$ cat src/hw/mbh_pkg.sv
// Constants, register map and state encodings of the host control block.
package mbh_pkg;

	localparam int CLK_PERIOD_NS = 25;
	localparam int WAIT_NS       = 75;
	localparam int CAPT_NS       = 50;
	localparam int BUS_BACKOFF_OUT_NS       = 100;
	localparam int STROBE_NS     = 100;
	localparam int DRAIN_NS      = 200;
	// Least times, so each count rounds up to whole cycles.
	localparam int WAIT_CYC   = (WAIT_NS + CLK_PERIOD_NS - 1) / CLK_PERIOD_NS;
	localparam int CAPT_CYC   = (CAPT_NS + CLK_PERIOD_NS - 1) / CLK_PERIOD_NS;
	localparam int BUS_BACKOFF_OUT_CYC   = (BUS_BACKOFF_OUT_NS + CLK_PERIOD_NS - 1) / CLK_PERIOD_NS;
	localparam int STROBE_CYC = (STROBE_NS + CLK_PERIOD_NS - 1)
		/ CLK_PERIOD_NS;
	localparam int DRAIN_CYC  = (DRAIN_NS + CLK_PERIOD_NS - 1) / CLK_PERIOD_NS;

	localparam logic [3:0] REG_ROM_CTL = 4'h0;
	localparam logic [3:0] REG_ZW_CTL  = 4'h1;
	localparam logic [3:0] REG_RETRACE = 4'h2;
	localparam logic [3:0] REG_STATUS  = 4'h3;

	localparam int ROM_EN_BIT  = 0;
	localparam int EXT_DAC_BIT = 1;
	localparam int MONO_BIT    = 2;
	localparam int ROM_SEL_BIT = 16;
	localparam int ZW_RD_BIT   = 6;
	localparam int ZW_WR_BIT   = 7;
	localparam int IRQ_CLR_BIT = 4;
	localparam int IRQ_EN_BIT  = 5;

	localparam logic [31:0] ROM_CTL_MASK = 32'h0001_0007;
	localparam logic [31:0] ROM_CTL_RST  = 32'h0000_0000;
	localparam logic [7:0]  ZW_RST       = 8'h00;
	localparam logic [7:0]  RETRACE_RST  = 8'h00;

	localparam logic [6:0]  VGA_MEM_HI  = 7'h05;
	localparam logic [6:0]  ROM_WIDE_HI = 7'h06;
	localparam logic [8:0]  ROM_EN_HI   = 9'h018;
	localparam logic [15:0] IO_PAGE_MAP = 16'h46e8;
	localparam logic [11:0] IO_LO_PAGE  = 12'h03b;
	localparam logic [11:0] IO_HI_PAGE  = 12'h03d;
	localparam logic [15:0] PAL_LO      = 16'h03c6;
	localparam logic [15:0] PAL_HI      = 16'h03c9;

	typedef enum logic [1:0] {
		MODE_LOCAL = 2'h0,
		MODE_AT    = 2'h1,
		MODE_CHAN  = 2'h2
	} mbh_mode_t;

	typedef enum logic [5:0] {
		ST_IDLE  = 6'h01,
		ST_WAIT  = 6'h02,
		ST_READY = 6'h04,
		ST_BUS_BACKOFF_OUT  = 6'h08,
		ST_BUSY  = 6'h10,
		ST_DONE  = 6'h20
	} mbh_state_t;

endpackage : mbh_pkg

$ cat src/hw/mbh_sync.sv
// Three-stage pin synchroniser with agreement filter, one per bit.
`timescale 1ns/10ps
module mbh_sync #(
	parameter int W = 1
) (
	input  wire logic         ref_clk,
	input  wire logic         rst_n,
	input  wire logic         ce,
	input  wire logic [W-1:0] din,
	output logic      [W-1:0] dout
);
	logic [W-1:0] s1_q;
	logic [W-1:0] s2_q;
	logic [W-1:0] s3_q;

	for (genvar i = 0; i < W; i++) begin : g_bit
		always_ff @(posedge ref_clk) begin
			if (!rst_n) begin
				s1_q[i] <= 1'b0;
				s2_q[i] <= 1'b0;
				s3_q[i] <= 1'b0;
				dout[i] <= 1'b0;
			end else if (ce) begin
				s1_q[i] <= din[i];
				s2_q[i] <= s1_q[i];
				s3_q[i] <= s2_q[i];
				// A change is taken only once two late stages agree.
				if (s2_q[i] == s3_q[i]) begin
					dout[i] <= s3_q[i];
				end
			end
		end
	end

endmodule : mbh_sync

$ cat src/hw/mbh_host_ctl.sv
// Host bus control signalling for local, AT-style and channel buses.
//
// Operation
// - Local mode: drive backoff low when a write meets full write buffers.
// - AT mode: ROM select decodes latched upper address for 0C0000h-0DFFFFh.
// - Decode-disable strap set: ROM select mirrors ROM control bit 16.
// - Forwarded palette or mono writes hold local busy until data captured.
// - AT/channel: zero-wait output follows zero-wait control bits 7 and 6.
// - Local ready is active low, driven only when active, else released.
// - AT/channel: channel ready low while access incomplete, then high.
// - Feedback strap 0: local cycle ends once own ready is active.
// - Feedback strap 1: local cycle ends only when ready-input arrives.
// - AT mode: 16-bit I/O select low for claimed I/O accesses.
// - ROM enable low for C0000h-C7FFFh only when ROM control bit 0 set.
// - I/O write to 46E8h pulses ROM enable as a page-map strobe.
// - Interrupt requests arise only when retrace end bit 5 is set.
// - End of display sets interrupt; held until bit 4 clear is written.
// - Channel mode: same interrupt, signalled active low.
// - Shared pins take the function of the bus mode in use.
// - Processor reset aligns the internal phase to the double-rate clock.
// - AT/channel: memory decoded only while memory enable input is high.
// - AT mode: upper address latched on falling edge of latch enable.
// - Local/channel: memory-or-I/O low means I/O cycle, high means memory cycle.
// - Local mode: write-or-read low means read, high means write.
//
// The implementer's own choices: the register addresses and the plain strobed port.
`timescale 1ns/10ps
module mbh_host_ctl
	import mbh_pkg::*;
#(
	parameter int WBUF_DEPTH = 4
) (
	input  wire logic        ref_clk,
	input  wire logic        rst_n,
	input  wire logic        ce,
	input  wire logic [1:0]  mode_strap,
	input  wire logic        rom_decode_disable_strap,
	input  wire logic        ready_feedback_strap,
	input  wire logic [3:0]  reg_addr,
	input  wire logic [31:0] reg_wdata,
	input  wire logic        reg_wr,
	input  wire logic        reg_rd,
	output logic      [31:0] reg_rdata,
	input  wire logic        vert_display_end,
	input  wire logic [23:0] host_addr,
	input  wire logic        link_clk,
	input  wire logic        cmd_strobe,
	input  wire logic        reset_or_mem_en,
	input  wire logic        final_ready_in,
	input  wire logic        addr_strobe,
	input  wire logic        card_select_feedback,
	input  wire logic        rw_strobe,
	input  wire logic        mio_strobe,
	input  wire logic        dc_strobe,
	output logic             backoff_romsel_o,
	output logic             backoff_romsel_oe,
	output logic             local_ready_out_o,
	output logic             local_ready_out_oe,
	output logic             busy_zero_wait_o,
	output logic             io_sel16_o,
	output logic             io_sel16_oe,
	output logic             bios_rom_enable_out_n,
	output logic             irq_o
);
	localparam int WBW = $clog2(WBUF_DEPTH + 1);

	logic [32:0] raw;
	logic [32:0] syn;
	logic [23:0] s_addr;
	logic        s_lclk, s_cmd, s_prst, s_final_ready_in, s_ads, s_card_select_feedback;
	logic        s_rw, s_mio, s_dc;

	mbh_sync #(.W(33)) u_sync (
		.ref_clk (ref_clk),
		.rst_n   (rst_n),
		.ce      (ce),
		.din     (raw),
		.dout    (syn)
	);

	assign raw = {host_addr, link_clk, cmd_strobe, reset_or_mem_en,
		final_ready_in, addr_strobe, card_select_feedback, rw_strobe,
		mio_strobe, dc_strobe};
	assign {s_addr, s_lclk, s_cmd, s_prst, s_final_ready_in, s_ads, s_card_select_feedback, s_rw,
		s_mio, s_dc} = syn;

	mbh_mode_t   mode_q;
	logic        rom_dis_q, fb_q;
	mbh_state_t  st_q, st_d;
	logic [3:0]  cnt_q, stb_q, drain_q;
	logic [WBW-1:0] wb_q;
	logic [6:0]  la_q;
	logic        ale_prev_q, strb_prev_q, lclk_prev_q, phase_q;
	logic        cyc_mem_q, cyc_zw_q, pend_q;
	logic [31:0] rom_ctl_q;
	logic [7:0]  zw_q, retr_q;
	logic        lo_mode, at_mode, ch_mode, mem_en, strb, start;
	logic        is_mem, is_wr, claim, fwd, wb_full, zw_hit;
	logic        mem_now, zw_now, rom_win, page_wr, irq_clr;
	logic [23:0] cur_addr;

	// Straps are static, so they are simply caught while reset is held.
	always_ff @(posedge ref_clk) begin
		if (!rst_n) begin
			mode_q    <= mbh_mode_t'(mode_strap);
			rom_dis_q <= rom_decode_disable_strap;
			fb_q      <= ready_feedback_strap;
		end
	end

	always_comb begin
		at_mode  = (mode_q == MODE_AT);
		ch_mode  = (mode_q == MODE_CHAN);
		lo_mode  = !at_mode && !ch_mode;
		mem_en   = lo_mode || s_prst;
		cur_addr = at_mode ? {la_q, s_addr[16:0]} : s_addr;
		if (lo_mode) begin
			strb   = !s_ads;
			is_mem = s_mio;
			is_wr  = s_rw;
		end else if (at_mode) begin
			strb   = !s_mio || !s_dc || !s_rw || !s_cmd;
			is_mem = !s_mio || !s_dc;
			is_wr  = !s_dc || !s_cmd;
		end else begin
			// Slot setup is the host's job; no cycle is taken meanwhile.
			strb   = !s_cmd && s_final_ready_in;
			is_mem = s_mio;
			is_wr  = !s_dc;
		end
		start   = strb && !strb_prev_q;
		claim   = is_mem ? (mem_en && cur_addr[23:17] == VGA_MEM_HI)
			: (cur_addr[15:4] >= IO_LO_PAGE && cur_addr[15:4] <= IO_HI_PAGE);
		fwd     = lo_mode && !is_mem && is_wr
			&& ((rom_ctl_q[EXT_DAC_BIT] && cur_addr[15:0] >= PAL_LO
			&& cur_addr[15:0] <= PAL_HI)
			|| (rom_ctl_q[MONO_BIT] && cur_addr[15:4] == IO_LO_PAGE));
		wb_full = (wb_q == WBW'(WBUF_DEPTH));
		zw_hit  = is_mem && (is_wr ? zw_q[ZW_WR_BIT] : zw_q[ZW_RD_BIT]);
		mem_now = (st_q == ST_IDLE) ? is_mem : cyc_mem_q;
		zw_now  = (st_q == ST_IDLE) ? zw_hit : cyc_zw_q;
		rom_win = rom_ctl_q[ROM_EN_BIT] && mem_en && strb && is_mem
			&& !is_wr && cur_addr[23:15] == ROM_EN_HI;
		page_wr = start && !is_mem && is_wr
			&& cur_addr[15:0] == IO_PAGE_MAP;
		irq_clr = reg_wr && reg_addr == REG_RETRACE
			&& !reg_wdata[IRQ_CLR_BIT];
	end

	always_comb begin
		st_d = st_q;
		case (st_q)
			ST_IDLE: begin
				if (start && fwd) begin
					st_d = ST_BUSY;
				end else if (start && claim) begin
					if (lo_mode && is_mem && is_wr && wb_full) begin
						st_d = ST_BUS_BACKOFF_OUT;
					end else if (!lo_mode && zw_hit) begin
						st_d = ST_DONE;
					end else begin
						st_d = ST_WAIT;
					end
				end
			end
			ST_WAIT: begin
				if (cnt_q == 4'h0) begin
					st_d = lo_mode ? ST_READY : ST_DONE;
				end
			end
			ST_READY: begin
				if (!fb_q || !s_final_ready_in) begin
					st_d = ST_IDLE;
				end
			end
			ST_BUS_BACKOFF_OUT, ST_BUSY: begin
				if (cnt_q == 4'h0) begin
					st_d = ST_IDLE;
				end
			end
			ST_DONE: begin
				if (!strb) begin
					st_d = ST_IDLE;
				end
			end
			default: begin
				st_d = ST_IDLE;
			end
		endcase
	end

	always_ff @(posedge ref_clk) begin
		if (!rst_n) begin
			st_q      <= ST_IDLE;
			cnt_q     <= 4'h0;
			cyc_mem_q <= 1'b0;
			cyc_zw_q  <= 1'b0;
		end else if (ce) begin
			st_q <= st_d;
			if (st_q == ST_IDLE) begin
				cyc_mem_q <= is_mem;
				cyc_zw_q  <= zw_hit;
			end
			if (st_d != st_q) begin
				case (st_d)
					ST_WAIT: cnt_q <= 4'(WAIT_CYC - 1);
					ST_BUS_BACKOFF_OUT: cnt_q <= 4'(BUS_BACKOFF_OUT_CYC - 1);
					ST_BUSY: cnt_q <= 4'(CAPT_CYC - 1);
					default: cnt_q <= 4'h0;
				endcase
			end else if (cnt_q != 4'h0) begin
				cnt_q <= cnt_q - 4'h1;
			end
		end
	end

	// Shared pins change role with the bus mode.
	always_ff @(posedge ref_clk) begin
		if (!rst_n) begin
			backoff_romsel_o   <= 1'b1;
			backoff_romsel_oe  <= 1'b0;
			local_ready_out_o  <= 1'b1;
			local_ready_out_oe <= 1'b0;
			busy_zero_wait_o   <= 1'b0;
			io_sel16_o         <= 1'b1;
			io_sel16_oe        <= 1'b0;
			irq_o              <= 1'b0;
		end else if (ce) begin
			backoff_romsel_oe <= !ch_mode;
			io_sel16_oe       <= at_mode;
			if (lo_mode) begin
				backoff_romsel_o   <= !(st_d == ST_BUS_BACKOFF_OUT);
				local_ready_out_o  <= !(st_d == ST_READY);
				local_ready_out_oe <= (st_d == ST_READY);
				busy_zero_wait_o   <= (st_d == ST_BUSY);
			end else begin
				backoff_romsel_o   <= !at_mode || (rom_dis_q
					? rom_ctl_q[ROM_SEL_BIT]
					: !(mem_en && la_q == ROM_WIDE_HI));
				local_ready_out_o  <= !(st_d == ST_WAIT);
				local_ready_out_oe <= 1'b1;
				busy_zero_wait_o   <= !(st_d == ST_DONE && zw_now);
			end
			io_sel16_o <= !(at_mode && st_d != ST_IDLE && !mem_now);
			irq_o      <= ch_mode ? !pend_q : pend_q;
		end
	end

	// Upper lines are latched on the strobe's falling edge.
	always_ff @(posedge ref_clk) begin
		if (!rst_n) begin
			la_q        <= 7'h00;
			ale_prev_q  <= 1'b0;
			strb_prev_q <= 1'b1;
		end else if (ce) begin
			ale_prev_q  <= s_ads;
			strb_prev_q <= strb;
			if (at_mode && ale_prev_q && !s_ads) begin
				la_q <= s_addr[23:17];
			end
		end
	end

	always_ff @(posedge ref_clk) begin
		if (!rst_n) begin
			stb_q                 <= 4'h0;
			bios_rom_enable_out_n <= 1'b1;
		end else if (ce) begin
			if (page_wr) begin
				stb_q <= 4'(STROBE_CYC);
			end else if (stb_q != 4'h0) begin
				stb_q <= stb_q - 4'h1;
			end
			bios_rom_enable_out_n <= !(stb_q != 4'h0 || rom_win);
		end
	end

	// Buffered writes retire at a fixed rate; a full buffer forces backoff.
	always_ff @(posedge ref_clk) begin
		if (!rst_n) begin
			wb_q    <= '0;
			drain_q <= 4'h0;
		end else if (ce) begin
			drain_q <= (drain_q == 4'(DRAIN_CYC - 1)) ? 4'h0
				: drain_q + 4'h1;
			if (st_q == ST_IDLE && st_d == ST_WAIT && lo_mode && is_mem
				&& is_wr) begin
				if (!(drain_q == 4'h0 && wb_q != '0)) begin
					wb_q <= wb_q + WBW'(1);
				end
			end else if (drain_q == 4'h0 && wb_q != '0) begin
				wb_q <= wb_q - WBW'(1);
			end
		end
	end

	// Processor reset pins the internal half-rate phase to a known edge.
	always_ff @(posedge ref_clk) begin
		if (!rst_n) begin
			lclk_prev_q <= 1'b0;
			phase_q     <= 1'b0;
		end else if (ce) begin
			lclk_prev_q <= s_lclk;
			if (lo_mode && s_prst) begin
				phase_q <= 1'b0;
			end else if (s_lclk && !lclk_prev_q) begin
				phase_q <= !phase_q;
			end
		end
	end

	always_ff @(posedge ref_clk) begin
		if (!rst_n) begin
			rom_ctl_q <= ROM_CTL_RST;
			zw_q      <= ZW_RST;
			retr_q    <= RETRACE_RST;
			pend_q    <= 1'b0;
			reg_rdata <= 32'h0000_0000;
		end else if (ce) begin
			if (reg_wr && reg_addr == REG_ROM_CTL) begin
				rom_ctl_q <= reg_wdata & ROM_CTL_MASK;
			end
			if (reg_wr && reg_addr == REG_ZW_CTL) begin
				zw_q <= reg_wdata[7:0];
			end
			if (reg_wr && reg_addr == REG_RETRACE) begin
				retr_q <= reg_wdata[7:0];
			end
			// A display-end event beats a clear in the same cycle.
			if (vert_display_end && retr_q[IRQ_EN_BIT]) begin
				pend_q <= 1'b1;
			end else if (irq_clr) begin
				pend_q <= 1'b0;
			end
			reg_rdata <= 32'h0000_0000;
			if (reg_rd) begin
				case (reg_addr)
					REG_ROM_CTL: reg_rdata <= rom_ctl_q;
					REG_ZW_CTL:  reg_rdata <= {24'h000000, zw_q};
					REG_RETRACE: reg_rdata <= {24'h000000, retr_q};
					REG_STATUS:  reg_rdata <= {23'h000000, s_card_select_feedback,
						st_q != ST_IDLE, wb_full, phase_q, pend_q, fb_q,
						rom_dis_q, mode_q};
					default:     reg_rdata <= 32'h0000_0000;
				endcase
			end
		end
	end
endmodule : mbh_host_ctl

$ cat config.mk
export PLATFORM = sky130hd
export DESIGN_NAME = mbh_host_ctl
export DESIGN_NICKNAME = d
export VERILOG_FILES = /design/src/hw/mbh_pkg.sv /design/src/hw/mbh_sync.sv /design/src/hw/mbh_host_ctl.sv
export SDC_FILE = /design/constraint.sdc
export NUM_CORES = 1
export LEC_CHECK = 0
export BUFFER_PORTS_ARGS = -buffer_cell sky130_fd_sc_hd__buf_2
export CELL_PAD_IN_SITES_DETAIL_PLACEMENT = 0
export CELL_PAD_IN_SITES_GLOBAL_PLACEMENT = 2
export CORE_ASPECT_RATIO = 0.7
export CORE_MARGIN = 4
export CORE_UTILIZATION = 36
export DETAILED_ROUTE_END_ITERATION = 8
export GPL_TIMING_DRIVEN = 0
export PLACE_DENSITY_LB_ADDON = 0.1
export SLEW_MARGIN = 20
export SYNTH_ARGS = -nofsm -noshare
export SYNTH_HDL_FRONTEND = slang
export SYNTH_HIERARCHICAL = 1
export SYNTH_SLANG_ARGS = --single-unit
$ cat constraint.sdc
create_clock -name ref_clk -period 4.1 [get_ports ref_clk]
set_input_delay 0.82 -clock ref_clk [delete_from_list [all_inputs] [get_ports ref_clk]]
set_output_delay 0.82 -clock ref_clk [all_outputs]
set_load 0.005 [all_outputs]
==> summary.txt, run 1 <==
Run status
  – Status: complete, no violations

Synth
  – Largest family of logic cells by synthesized area: simple AND/OR/NAND/NOR gates
  – Async S/R FF share, synth: 0%
  – Mux share of post-synthesis cell area: between 15 and 20%
  – Ys flop type: dfxtp_1
  – Post-Synth Adder-Cell Area: less than 1%
  – Post-synth EDFFs: 4
  – Mapped Avg Cell Area: 9.22 µm²
  – Post-synthesis compound-gate area fraction: between 10% and 20%
  – Synth warn: 6
  – Top-area cell type share of the netlist area: 43.8%
  – Flops & latches, synth: 210
  – Post-Synth Simple-Gate Area: 18.5%
  – Synth Area in XOR/XNOR: 0.651%
  – Top area cells in the synthesized netlist: dfxtp_1, mux2i_1, nor2_1
  – Mapped Area: between 0.009 and 0.01 mm²
  – Sequential area share after synthesis: approximately 45%
  – Post-synth top area cell: dfxtp_1
  – Syn Inst Count: 1021
  – Synth unique cells: 78

Critical path
  – Worst r2r src: mode_q[1]
  – Worst Reg-to-Reg Cells: 13
  – CP max stage delay: 0.47 ns
  – Worst path cell trace: ha_1 > buf_4 > clkinv_1 > a31oi_2 > mux2i_1 > a2bb2oi_1 > a211oi_4 > nor2_2 > xnor2_1 > ha_1 > or4_1 > mux2i_1 > mux2i_1
  – Reg2Reg Capture Point: wb_q[2]
  – Crit path capture type: flip-flop
  – Most used cell, CP: mux2i_1
  – Crit path max fanout: 10
  – Critical path startpoint category: flip-flop
  – Required time of the critical path: around 4.5 ns
  – Slowest CP cell: or4_1
  – Kind of critical path: flip-flop to flip-flop
  – Worst Path Arrival: 4.23 ns
  – R2R Setup Slk: approximately 0.31 ns

Floorplanning
  – IO Pins: 120
  – Die X: approximately 200 µm
  – Core box area: 0.0257 mm²
  – Num rows: 49
  – Die Ht: about 140 µm
  – Starting Density: 36.7%
  – Die Area: approximately 0.029 mm²

Power and ir drop
  – Clock group share of total power: about 45%
  – Peak supply drop: 0.263 mV
  – Sw power: 1.22 mW
  – Seq pwr share: between 40 and 50%
  – Power density over the cells: approximately 450 mW/mm²
  – Sw Share: about a quarter
  – Internal: between 3 and 4 mW
  – Static Leakage: ~4.5 nW
  – Tot Pwr: between 4 and 5 mW
  – Combinational Power Share: 10.8%

Placed design
  – Final HPWL DP: 18000 µm
  – Port Buffers: 74
  – Post-DP Area: 0.0103 mm²
  – Routability cong.: 0.808

Timing
  – Slew headroom: a little under half
  – Post-route minimum period: 3.79 ns
  – Final setup violation count: 0
  – Final Cycle Share: between 90% and 100%
  – Unrepaired setup endpoints after global routing: no
  – Sum of negative setup slack: 0 ns
  – FMAX: about 260 MHz
  – Clk_skew: 0.0109 ns
  – Slew @ Worst Pin: roughly 0.81 ns
  – Final hold vios: 0
  – Max Slew Vio Count: 0

Flow run
  – Maxcap violations: 0

Min path
  – Hold_sp: u_sync/s3_q[9]
  – Hold Path Sink: u_sync/dout[9]
  – Worst hold path class: flip-flop to flip-flop
  – WHS Path Cells: 2

Cells and area
  – P&R area growth vs syn: 18.0%
  – Final instance area: between 0.01 and 0.015 mm²
  – Most frequent cells in the layout: dfxtp_1, nor2_1, mux2i_1
  – Fin util: a little over two fifths
  – Layout cells sized above 1: about 17%
  – Commonest non-fill, non-tap cell in the layout: dfxtp_1
  – Antenna cells: 0
  – Layout Nets: about 1200

Clock tree
  – CTS tree: built
  – Clk_lat worst skew: between 0.5 and 0.6 ns
  – CTS sink count: 210
  – Post-CTS Setup Bufs: 0
  – H-tree Lvls: 1
  – Inserted Clock Buffers: 23
  – Worst-path clk slew: roughly 0.060 ns
  – CTS root buf: clkbuf_16
  – Clock Tree Buf Depth: 3

Drt
  – DRT Pass-1 Iters: 4
  – Residual DRC: 0
  – Detailed Route Iter0 Violations: 362
  – Via count: 7313
  – Final wirelength: roughly 25000 µm
  – ANT nets after route: 0
  – Vias per std cell: between 4 and 5
  – Drt wl/cell: about 17 µm

Global routing
  – Vias in the first global route: 6992
  – GR Overflow Total: 0
  – First-pass GRT wire length: between 30000 and 40000 µm
  – Largest net degree at the start of global routing: 14
  – Initial antenna violation count: 0
  – Total track usage: between 10% and 20%
## cells by family (layout without fill, tap and decap cells)
kind of cell             Yosys count  after routing
multiplexers                     147            147
AND/OR/NAND/NOR                  357            357
other                              1             22
flip-flops                       210            210
adder cells (fa/ha/maj)            7              7
buffers and inverters            132            248
XOR/XNOR                           7              7
AO/OA/AOI/OAI                    160            160
## layer usage
layer	part of all wire [%]	vias to the layer above	routed length [µm]	GRT usage (%)
met5	0	-	0	0
li1	-	3762	-	-
met4	1.8	0	439	3.56
met1	54	3411	13300	26.5
met2	41	106	10100	24.3
met3	3.8	34	938	2.62
## sequential cells by signal (all words and copies together) (netlist names), 2 cells and up
register / flops
cnt_q: 4
drain_q: 4
la_q: 7
mode_q: 2
reg_rdata: 10
retr_q: 8
rom_ctl_q: 4
st_q: 6
stb_q: 4
u_sync/dout: 33
u_sync/s1_q: 33
u_sync/s2_q: 33
u_sync/s3_q: 33
wb_q: 3
zw_q: 8
## worst max path at each step
stage / start / endpoint / slack, ns / depth (start not counted)
after global routing: mode_q[1] / wb_q[2] / 0.003 / 13
after CTS: mode_q[1] / wb_q[2] / 0.15 / 13
after detailed placement: mode_q[1] / wb_q[2] / 0.18 / 13
final: mode_q[1] / wb_q[2] / 0.31 / 13
after global placement: mode_q[1] / wb_q[2] / 0.12 / 13
after floorplan: mode_q[1] / wb_q[2] / 0.88 / 13
## power by group through the flow
| stage | Clock (mW) | Combinational (mW) | Sequential (mW) |
|---|---|---|---|
| finish | 2.25 | 0.538 | 2.20 |
| global route | 2.42 | 0.611 | 2.21 |
| CTS | 2.33 | 0.543 | 2.20 |
| detailed placement | 0 | 0.540 | 2.24 |
| global placement | 0 | 0.540 | 2.24 |
| floorplan | 0 | 0.392 | 2.22 |
## Yosys cell counts (all sizes together), types with 5 or more instances
master    n
o32ai    33
nor2    179
nand3b    6
nand2b    5
inv      48
nor2b    41
nor4      9
mux2i   140
a22oi     5
a21oi    63
buf      54
nor3b     6
nand3     8
xnor2     5
a31oi     6
dfxtp   206
clkbuf   28
o21ai    18
a211oi    9
nand2    59
nor3     13
ha        7
nand4     5
## timing repair
item,CTS,global route
hold buffers,0,0
hold endpoints to repair,0,0
gates resized for setup,0,1
endpoints found under the setup margin,0,1
## cell type report
type	count	area [µm²]
plain buffers	82	479
clock buffers	32	669
clock inverters	10	156
fillers	2585	14600
inverters	50	188
multi-input cells	700	4590
flip-flops and latches	210	4240
well taps	331	414
repair buffers	74	370
## critical path: cells and delay by family (launching register included)
kind,cells,cell delay [ns]
xor gates and xnor gates,1,0.08
AOI/OAI and AO/OA,3,0.84
and+or+nand+nor,2,0.62
muxes,3,0.69
DFF,1,0.44
adders and majority gates,2,0.59
buffers and inverters,2,0.44
## per-stage QoR
| step | instances | setup WS [ns] | hold WS, ns |
|---|---|---|---|
| final | 1489 | 0.307 | 0.461 |
| after global routing | 1489 | 0.00267 | 0.460 |
| after detailed placement | 1447 | 0.177 | 0.455 |
| after global placement | 1447 | 0.115 | 0.450 |
| after floorplan | 1042 | 0.881 | 0.438 |
| after CTS | 1489 | 0.153 | 0.455 |
Power figures use the tool's default switching activity.
==> run 2: changes to the inputs <==
CORE_UTILIZATION = 37   (was 36)
CTS_BUF_LIST = sky130_fd_sc_hd__clkbuf_4 sky130_fd_sc_hd__clkbuf_8   (was default)
==> run 2 against run 1 <==
Against the previous run:
- final area shrank 0.71%
- worst setup slack better by 0.056 ns
- combinational power barely moved
- clock power down 11%
- sequential share of layout area rose by 0.27 points
- register-to-register slack improved by 0.06 ns
- count of clock-buffer cells in the layout is 25 higher
- global-route usage increased by 0.65 points
- sequential power is essentially flat
- critical path depth stayed put
- critical endpoint unchanged
==> summary.txt, run 2 (synthesized netlist as in run 1, its figures left out) <==
Run status
  – Status: complete, no violations

Cells and area
  – Commonest non-fill, non-tap cell in the layout: dfxtp_1
  – Final instance area: roughly 0.011 mm²
  – Most frequent cells in the layout: dfxtp_1, nor2_1, mux2i_1
  – Layout cells sized above 1: 18.6%
  – Fin util: roughly 44%
  – Antenna cells: 0
  – Non-Filler Instances: 1502
  – P&R area growth vs syn: 17.2%
  – Layout Nets: 1240

Drt
  – Drt wl/cell: between 15 and 20 µm
  – ANT nets after route: 0
  – Residual DRC: 0
  – Detailed Route Iter0 Violations: just under 400
  – DRT Pass-1 Iters: 5
  – Via count: approximately 7400
  – Final wirelength: between 20000 and 25000 µm
  – Vias per std cell: 4.94

Clock tree
  – H-tree Lvls: 2
  – CTS sink count: 210
  – # hold bufs at CTS: 0
  – Inserted Clock Buffers: 36
  – Clk_lat worst skew: approximately 0.54 ns
  – CTS tree: built
  – Post-CTS Setup Bufs: 0
  – Worst-path clk slew: 0.06 ns
  – CTS root buf: clkbuf_8
  – Clock Tree Buf Depth: 3
  – CTS resizes: 0

Critical path
  – CP Buf/Inv Count: 2
  – Crit path max fanout: 10
  – Slowest CP cell: or4_1
  – Top delay family on crit path: compound AO/OA/AOI/OAI gates
  – Worst path cell trace: ha_1 > buf_4 > clkinv_1 > a31oi_2 > mux2i_1 > a2bb2oi_1 > a211oi_4 > nor2_2 > xnor2_1 > ha_1 > or4_1 > mux2i_1 > mux2i_1
  – Most used cell, CP: mux2i_1
  – Kind of critical path: flip-flop to flip-flop
  – Worst r2r src: mode_q[1]
  – Crit path capture type: flip-flop
  – Critical path startpoint category: flip-flop
  – R2R Setup Slk: between 0.3 and 0.4 ns
  – Required time of the critical path: 4.57 ns
  – CP max stage delay: roughly 0.47 ns
  – Worst Reg-to-Reg Cells: 13
  – Worst Path Arrival: 4.20 ns
  – Worst setup path start: mode_q[1]
  – Reg2Reg Capture Point: wb_q[2]

Placed design
  – Port Buffers: 74
  – DP Cell Count: around 1400
  – Routability cong.: 0.819
  – Post-DP Area: between 0.01 and 0.015 mm²
  – Final HPWL DP: 17700 µm

Global routing
  – First-pass GRT wire length: roughly 39000 µm
  – Largest net degree at the start of global routing: 14
  – Vias in the first global route: 7090
  – Total track usage: 17.5%
  – Initial antenna violation count: 0
  – GR Overflow Total: 0

Floorplanning
  – Core box area: 0.0249 mm²
  – IO Pins: 120
  – Die Ht: 141 µm
  – Starting Density: around 38%
  – Die Area: 0.0281 mm²
  – Num rows: 48
  – Die X: approximately 200 µm

Min path
  – Hold_sp: u_sync/s3_q[22]
  – Hold Path Sink: u_sync/dout[22]
  – Worst hold path class: flip-flop to flip-flop
  – WHS Path Cells: 2

Flow run
  – Maxcap violations: 0

Power and ir drop
  – Sw Share: between 20% and 30%
  – Power density over the cells: around 430 mW/mm²
  – Clock group share of total power: 42.3%
  – Sw power: between 1 and 1.5 mW
  – Static Leakage: about 4.5 nW
  – Peak supply drop: about 0.18 mV
  – Seq pwr share: 46.4%
  – Combinational Power Share: 11.3%
  – Internal: about 3.5 mW
  – Tot Pwr: between 4 and 5 mW

Timing
  – Post-route minimum period: 3.74 ns
  – Final hold vios: 0
  – Sum of negative setup slack: 0 ns
  – Slew @ Worst Pin: 0.787 ns
  – Final Cycle Share: ~91%
  – Final setup violation count: 0
  – FMAX: approximately 270 MHz
  – Unrepaired setup endpoints after global routing: no
  – Clk_skew: approximately 0.023 ns
  – Slew headroom: 47.5%
  – Max Slew Vio Count: 0
-- run 2: cell types whose count changed in the layout (fill, tap and decap cells not counted) --
cell,change
bufinv_16,-3
clkbuf_1,-3
clkbuf_16,-23
clkbuf_4,+14
clkbuf_8,+37
clkinv_1,-1
clkinv_2,-3
clkinvlp_4,+1
inv_6,-1
inv_8,+1
-- run 2: metrics by stage --
step	hold WS [ns]	setup slack, ns
2_1_floorplan	0.438	0.881
3_3_place_gp	0.452	0.137
3_5_place_dp	0.451	0.205
4_1_cts	0.453	0.174
5_1_grt	0.465	0.0178
6_report	0.451	0.363
-- run 2: layout make-up --
cell class	instances	area, µm²
Sequential cell	210	4240
Clock buffer	57	697
Multi-Input combinational cell	700	4590
Fill cell	2518	13800
Timing Repair Buffer	74	370
Buffer	82	479
Inverter	50	188
Tap cell	325	407
Clock inverter	4	57.6
-- run 2: power by group through the flow --
stage	clock network [mW]	logic (mW)	registers, mW
floorplan	0	0.392	2.22
global placement	0	0.538	2.24
detailed placement	0	0.536	2.24
CTS	2.08	0.540	2.20
global route	2.17	0.610	2.21
finish	2.00	0.537	2.20
-- run 2: worst max path at each step --
stage          endpoint  slack, ns  cells after the start
2_1_floorplan   wb_q[2]       0.88                     13
3_3_place_gp    wb_q[2]       0.14                     13
3_5_place_dp    wb_q[2]       0.21                     13
4_1_cts         wb_q[2]       0.17                     13
5_1_grt         wb_q[2]       0.02                     13
6_report        wb_q[2]       0.36                     13
-- run 2: metal layers --
| metal | up-vias | part of all wire (%) | global-route usage, % |
|---|---|---|---|
| li1 | 3784 | - | - |
| met2 | 132 | 40 | 24.3 |
| met4 | 0 | 1.2 | 3.96 |
| met5 | - | 0 | 0 |
| met3 | 28 | 4.6 | 3.89 |
| met1 | 3470 | 54 | 27.5 |
-- run 2: worst reg2reg max path: stages (launching register included) --
cell	delay (ns)
edfxtp_1	0.43
ha_1	0.39
buf_4	0.21
clkinv_1	0.24
a31oi_2	0.36
mux2i_1	0.33
a2bb2oi_1	0.32
a211oi_4	0.14
nor2_2	0.15
xnor2_1	0.08
ha_1	0.19
or4_1	0.47
mux2i_1	0.17
mux2i_1	0.20
==> run 3: changes to the inputs <==
CORE_UTILIZATION = 40   (was 37)
clock period = 4.7 ns   (was 4.1 ns; I/O delays follow)
==> run 3 against run 2 <==
Against the previous run:
- total power decreased by 14%
- clock power decreased by 17%
- non-clock buffer count unchanged
- combinational power decreased by 13%
- register-to-register slack improved by 0.42 ns
- final area decreased by 0.44%
- first-iteration DRC count decreased by 3.0%
- critical path type unchanged
- largest power group unchanged
- highest routed layer unchanged
==> summary.txt, run 3 (synthesized netlist as in run 1, its figures left out) <==
Run status
  – Status: complete, no violations

Critical path
  – Critical path startpoint category: flip-flop
  – Most used cell, CP: mux2i_1
  – CP Buf/Inv Count: 2
  – Setup crit end: wb_q[2]
  – Crit path depth: 13
  – Top delay family on crit path: compound AO/OA/AOI/OAI gates
  – Slowest CP cell: a31oi_1
  – R2R Setup Slk: 0.78 ns
  – Worst setup path start: mode_q[1]
  – Worst Reg-to-Reg Cells: 13
  – Crit path max fanout: 10
  – Reg2Reg Capture Point: wb_q[2]
  – Worst Path Arrival: 4.36 ns
  – Worst r2r src: mode_q[1]
  – Crit path capture type: flip-flop
  – Worst path cell trace: ha_1 > buf_4 > clkinv_1 > a31oi_1 > mux2i_1 > a2bb2oi_1 > a211oi_4 > nor2_2 > xnor2_1 > ha_1 > or4_1 > mux2i_1 > mux2i_1
  – Kind of critical path: flip-flop to flip-flop
  – CP max stage delay: roughly 0.49 ns
  – Required time of the critical path: 5.14 ns

Global routing
  – First-pass GRT wire length: between 30000 and 40000 µm
  – Largest net degree at the start of global routing: 14
  – GR Overflow Total: 0
  – Vias in the first global route: 6956
  – Initial antenna violation count: 0
  – Total track usage: a little under a fifth

Clock tree
  – Clk_lat worst skew: between 0.5 and 0.6 ns
  – Post-CTS Setup Bufs: 0
  – CTS resizes: 0
  – Worst-path clk slew: 0.06 ns
  – CTS root buf: clkbuf_8
  – CTS tree: built
  – Clock Tree Buf Depth: 3
  – H-tree Lvls: 2
  – # hold bufs at CTS: 0
  – CTS sink count: 210
  – Inserted Clock Buffers: 35

Cells and area
  – Most frequent cells in the layout: dfxtp_1, nor2_1, mux2i_1
  – Antenna cells: 0
  – P&R area growth vs syn: 16.7%
  – # fillers: ~2300
  – Commonest non-fill, non-tap cell in the layout: dfxtp_1
  – Layout Nets: about 1200
  – Layout cells sized above 1: 18.5%

Flow run
  – Maxcap violations: 0

Floorplanning
  – Num rows: 46
  – Starting Density: roughly 41%
  – Die Ht: ~140 µm
  – IO Pins: 120
  – Die X: 191 µm
  – Die Area: about 0.026 mm²
  – Core box area: 0.0229 mm²

Placed design
  – Setup WS pre-CTS: 0.748 ns
  – Routability cong.: between 0.8 and 0.9
  – Port Buffers: between 70 and 80
  – Final HPWL DP: ~17000 µm

Drt
  – Via count: approximately 7400
  – Vias per std cell: 4.96
  – Drt wl/cell: 16.0 µm
  – Detailed Route Iter0 Violations: ~390
  – Residual DRC: 0
  – Final wirelength: roughly 24000 µm
  – ANT nets after route: 0
  – DRT Pass-1 Iters: 5

Power and ir drop
  – Peak supply drop: about 0.22 mV
  – Power density over the cells: ~370 mW/mm²
  – Static Leakage: 4.51 nW

Timing
  – FMAX: about 260 MHz
  – Post-route minimum period: just under 4 ns
  – Sum of negative setup slack: 0 ns
  – Final hold vios: 0
  – Slew @ Worst Pin: ~0.78 ns
  – Final Cycle Share: 83.4%
  – Max Slew Vio Count: 0
  – Unrepaired setup endpoints after global routing: no
  – Final setup violation count: 0
  – Slew headroom: 48.3%
  – Final setup margin: ~0.78 ns
  – Clk_skew: around 0.014 ns

Min path
  – Worst hold path class: flip-flop to flip-flop
[run 3: changes by cell type in the layout (fill, tap and decap cells not counted)]
| cell | previous run | this run |
|---|---|---|
| bufinv_16 | 1 | 0 |
| clkinv_2 | 0 | 2 |
| inv_6 | 1 | 0 |
| a31oi_2 | 1 | 0 |
| clkbuf_8 | 43 | 44 |
| a31oi_1 | 5 | 6 |
| inv_8 | 1 | 0 |
[run 3: layout make-up]
class,count,area (µm²),area share [%]
plain buffers,82,479,4.36
clock buffers,58,711,6.47
clock inverters,3,17.5,0.159
inverters,50,188,1.71
multi-input cells,700,4580,41.7
flip-flops and latches,210,4240,38.6
well taps,312,390,3.55
repair buffers,74,370,3.37
[run 3: worst min-delay path by stage]
stage | to | slack (ns) | start | cells after the start
after floorplan | u_sync/dout[4] | 0.44 | u_sync/s3_q[4] | 2
after global placement | u_sync/dout[17] | 0.45 | u_sync/s3_q[17] | 2
after detailed placement | u_sync/dout[1] | 0.45 | u_sync/s3_q[1] | 2
after CTS | u_sync/dout[27] | 0.46 | u_sync/s3_q[27] | 2
after global routing | u_sync/dout[24] | 0.47 | u_sync/s3_q[24] | 2
final | u_sync/dout[27] | 0.46 | u_sync/s3_q[27] | 2
[run 3: worst reg2reg max path: cells and delay by family (launching register included)]
family | cells | cell delay, ns
compound gates | 3 | 0.95
xor+xnor | 1 | 0.09
fa+ha+maj | 2 | 0.59
buf+inv | 2 | 0.43
flops | 1 | 0.44
mux | 3 | 0.73
simple gates | 2 | 0.63
[run 3: power by group]
part           internal [mW]  leakage (nW)  switching (mW)  total, mW
sequential              1.86          1.71          0.0559       1.92
clock                  0.951         0.389           0.720       1.67
combinational          0.203          2.41           0.263      0.466
[run 3: per-stage QoR]
stage / instances / area (µm²) / hold slack [ns] / power, mW / util [%]
CTS: 1489 / 11000 / 0.461 / 4.11 / 47.9
global route: 1489 / 11000 / 0.474 / 4.25 / 47.9
global placement: 1428 / 10300 / 0.452 / 2.42 / 44.8
detailed placement: 1428 / 10300 / 0.450 / 2.42 / 44.8
finish: 1489 / 11000 / 0.460 / 4.05 / 47.9
floorplan: 1042 / 9490 / 0.438 / 2.28 / -
[run 3: routing by layer]
metal	vias to the layer above	track usage (%)	part of all wire [%]
li1	3784	-	-
met1	3426	27.9	53
met2	146	26.1	41
met3	33	3.41	4.8
met4	0	4.39	1.5
met5	-	0	0
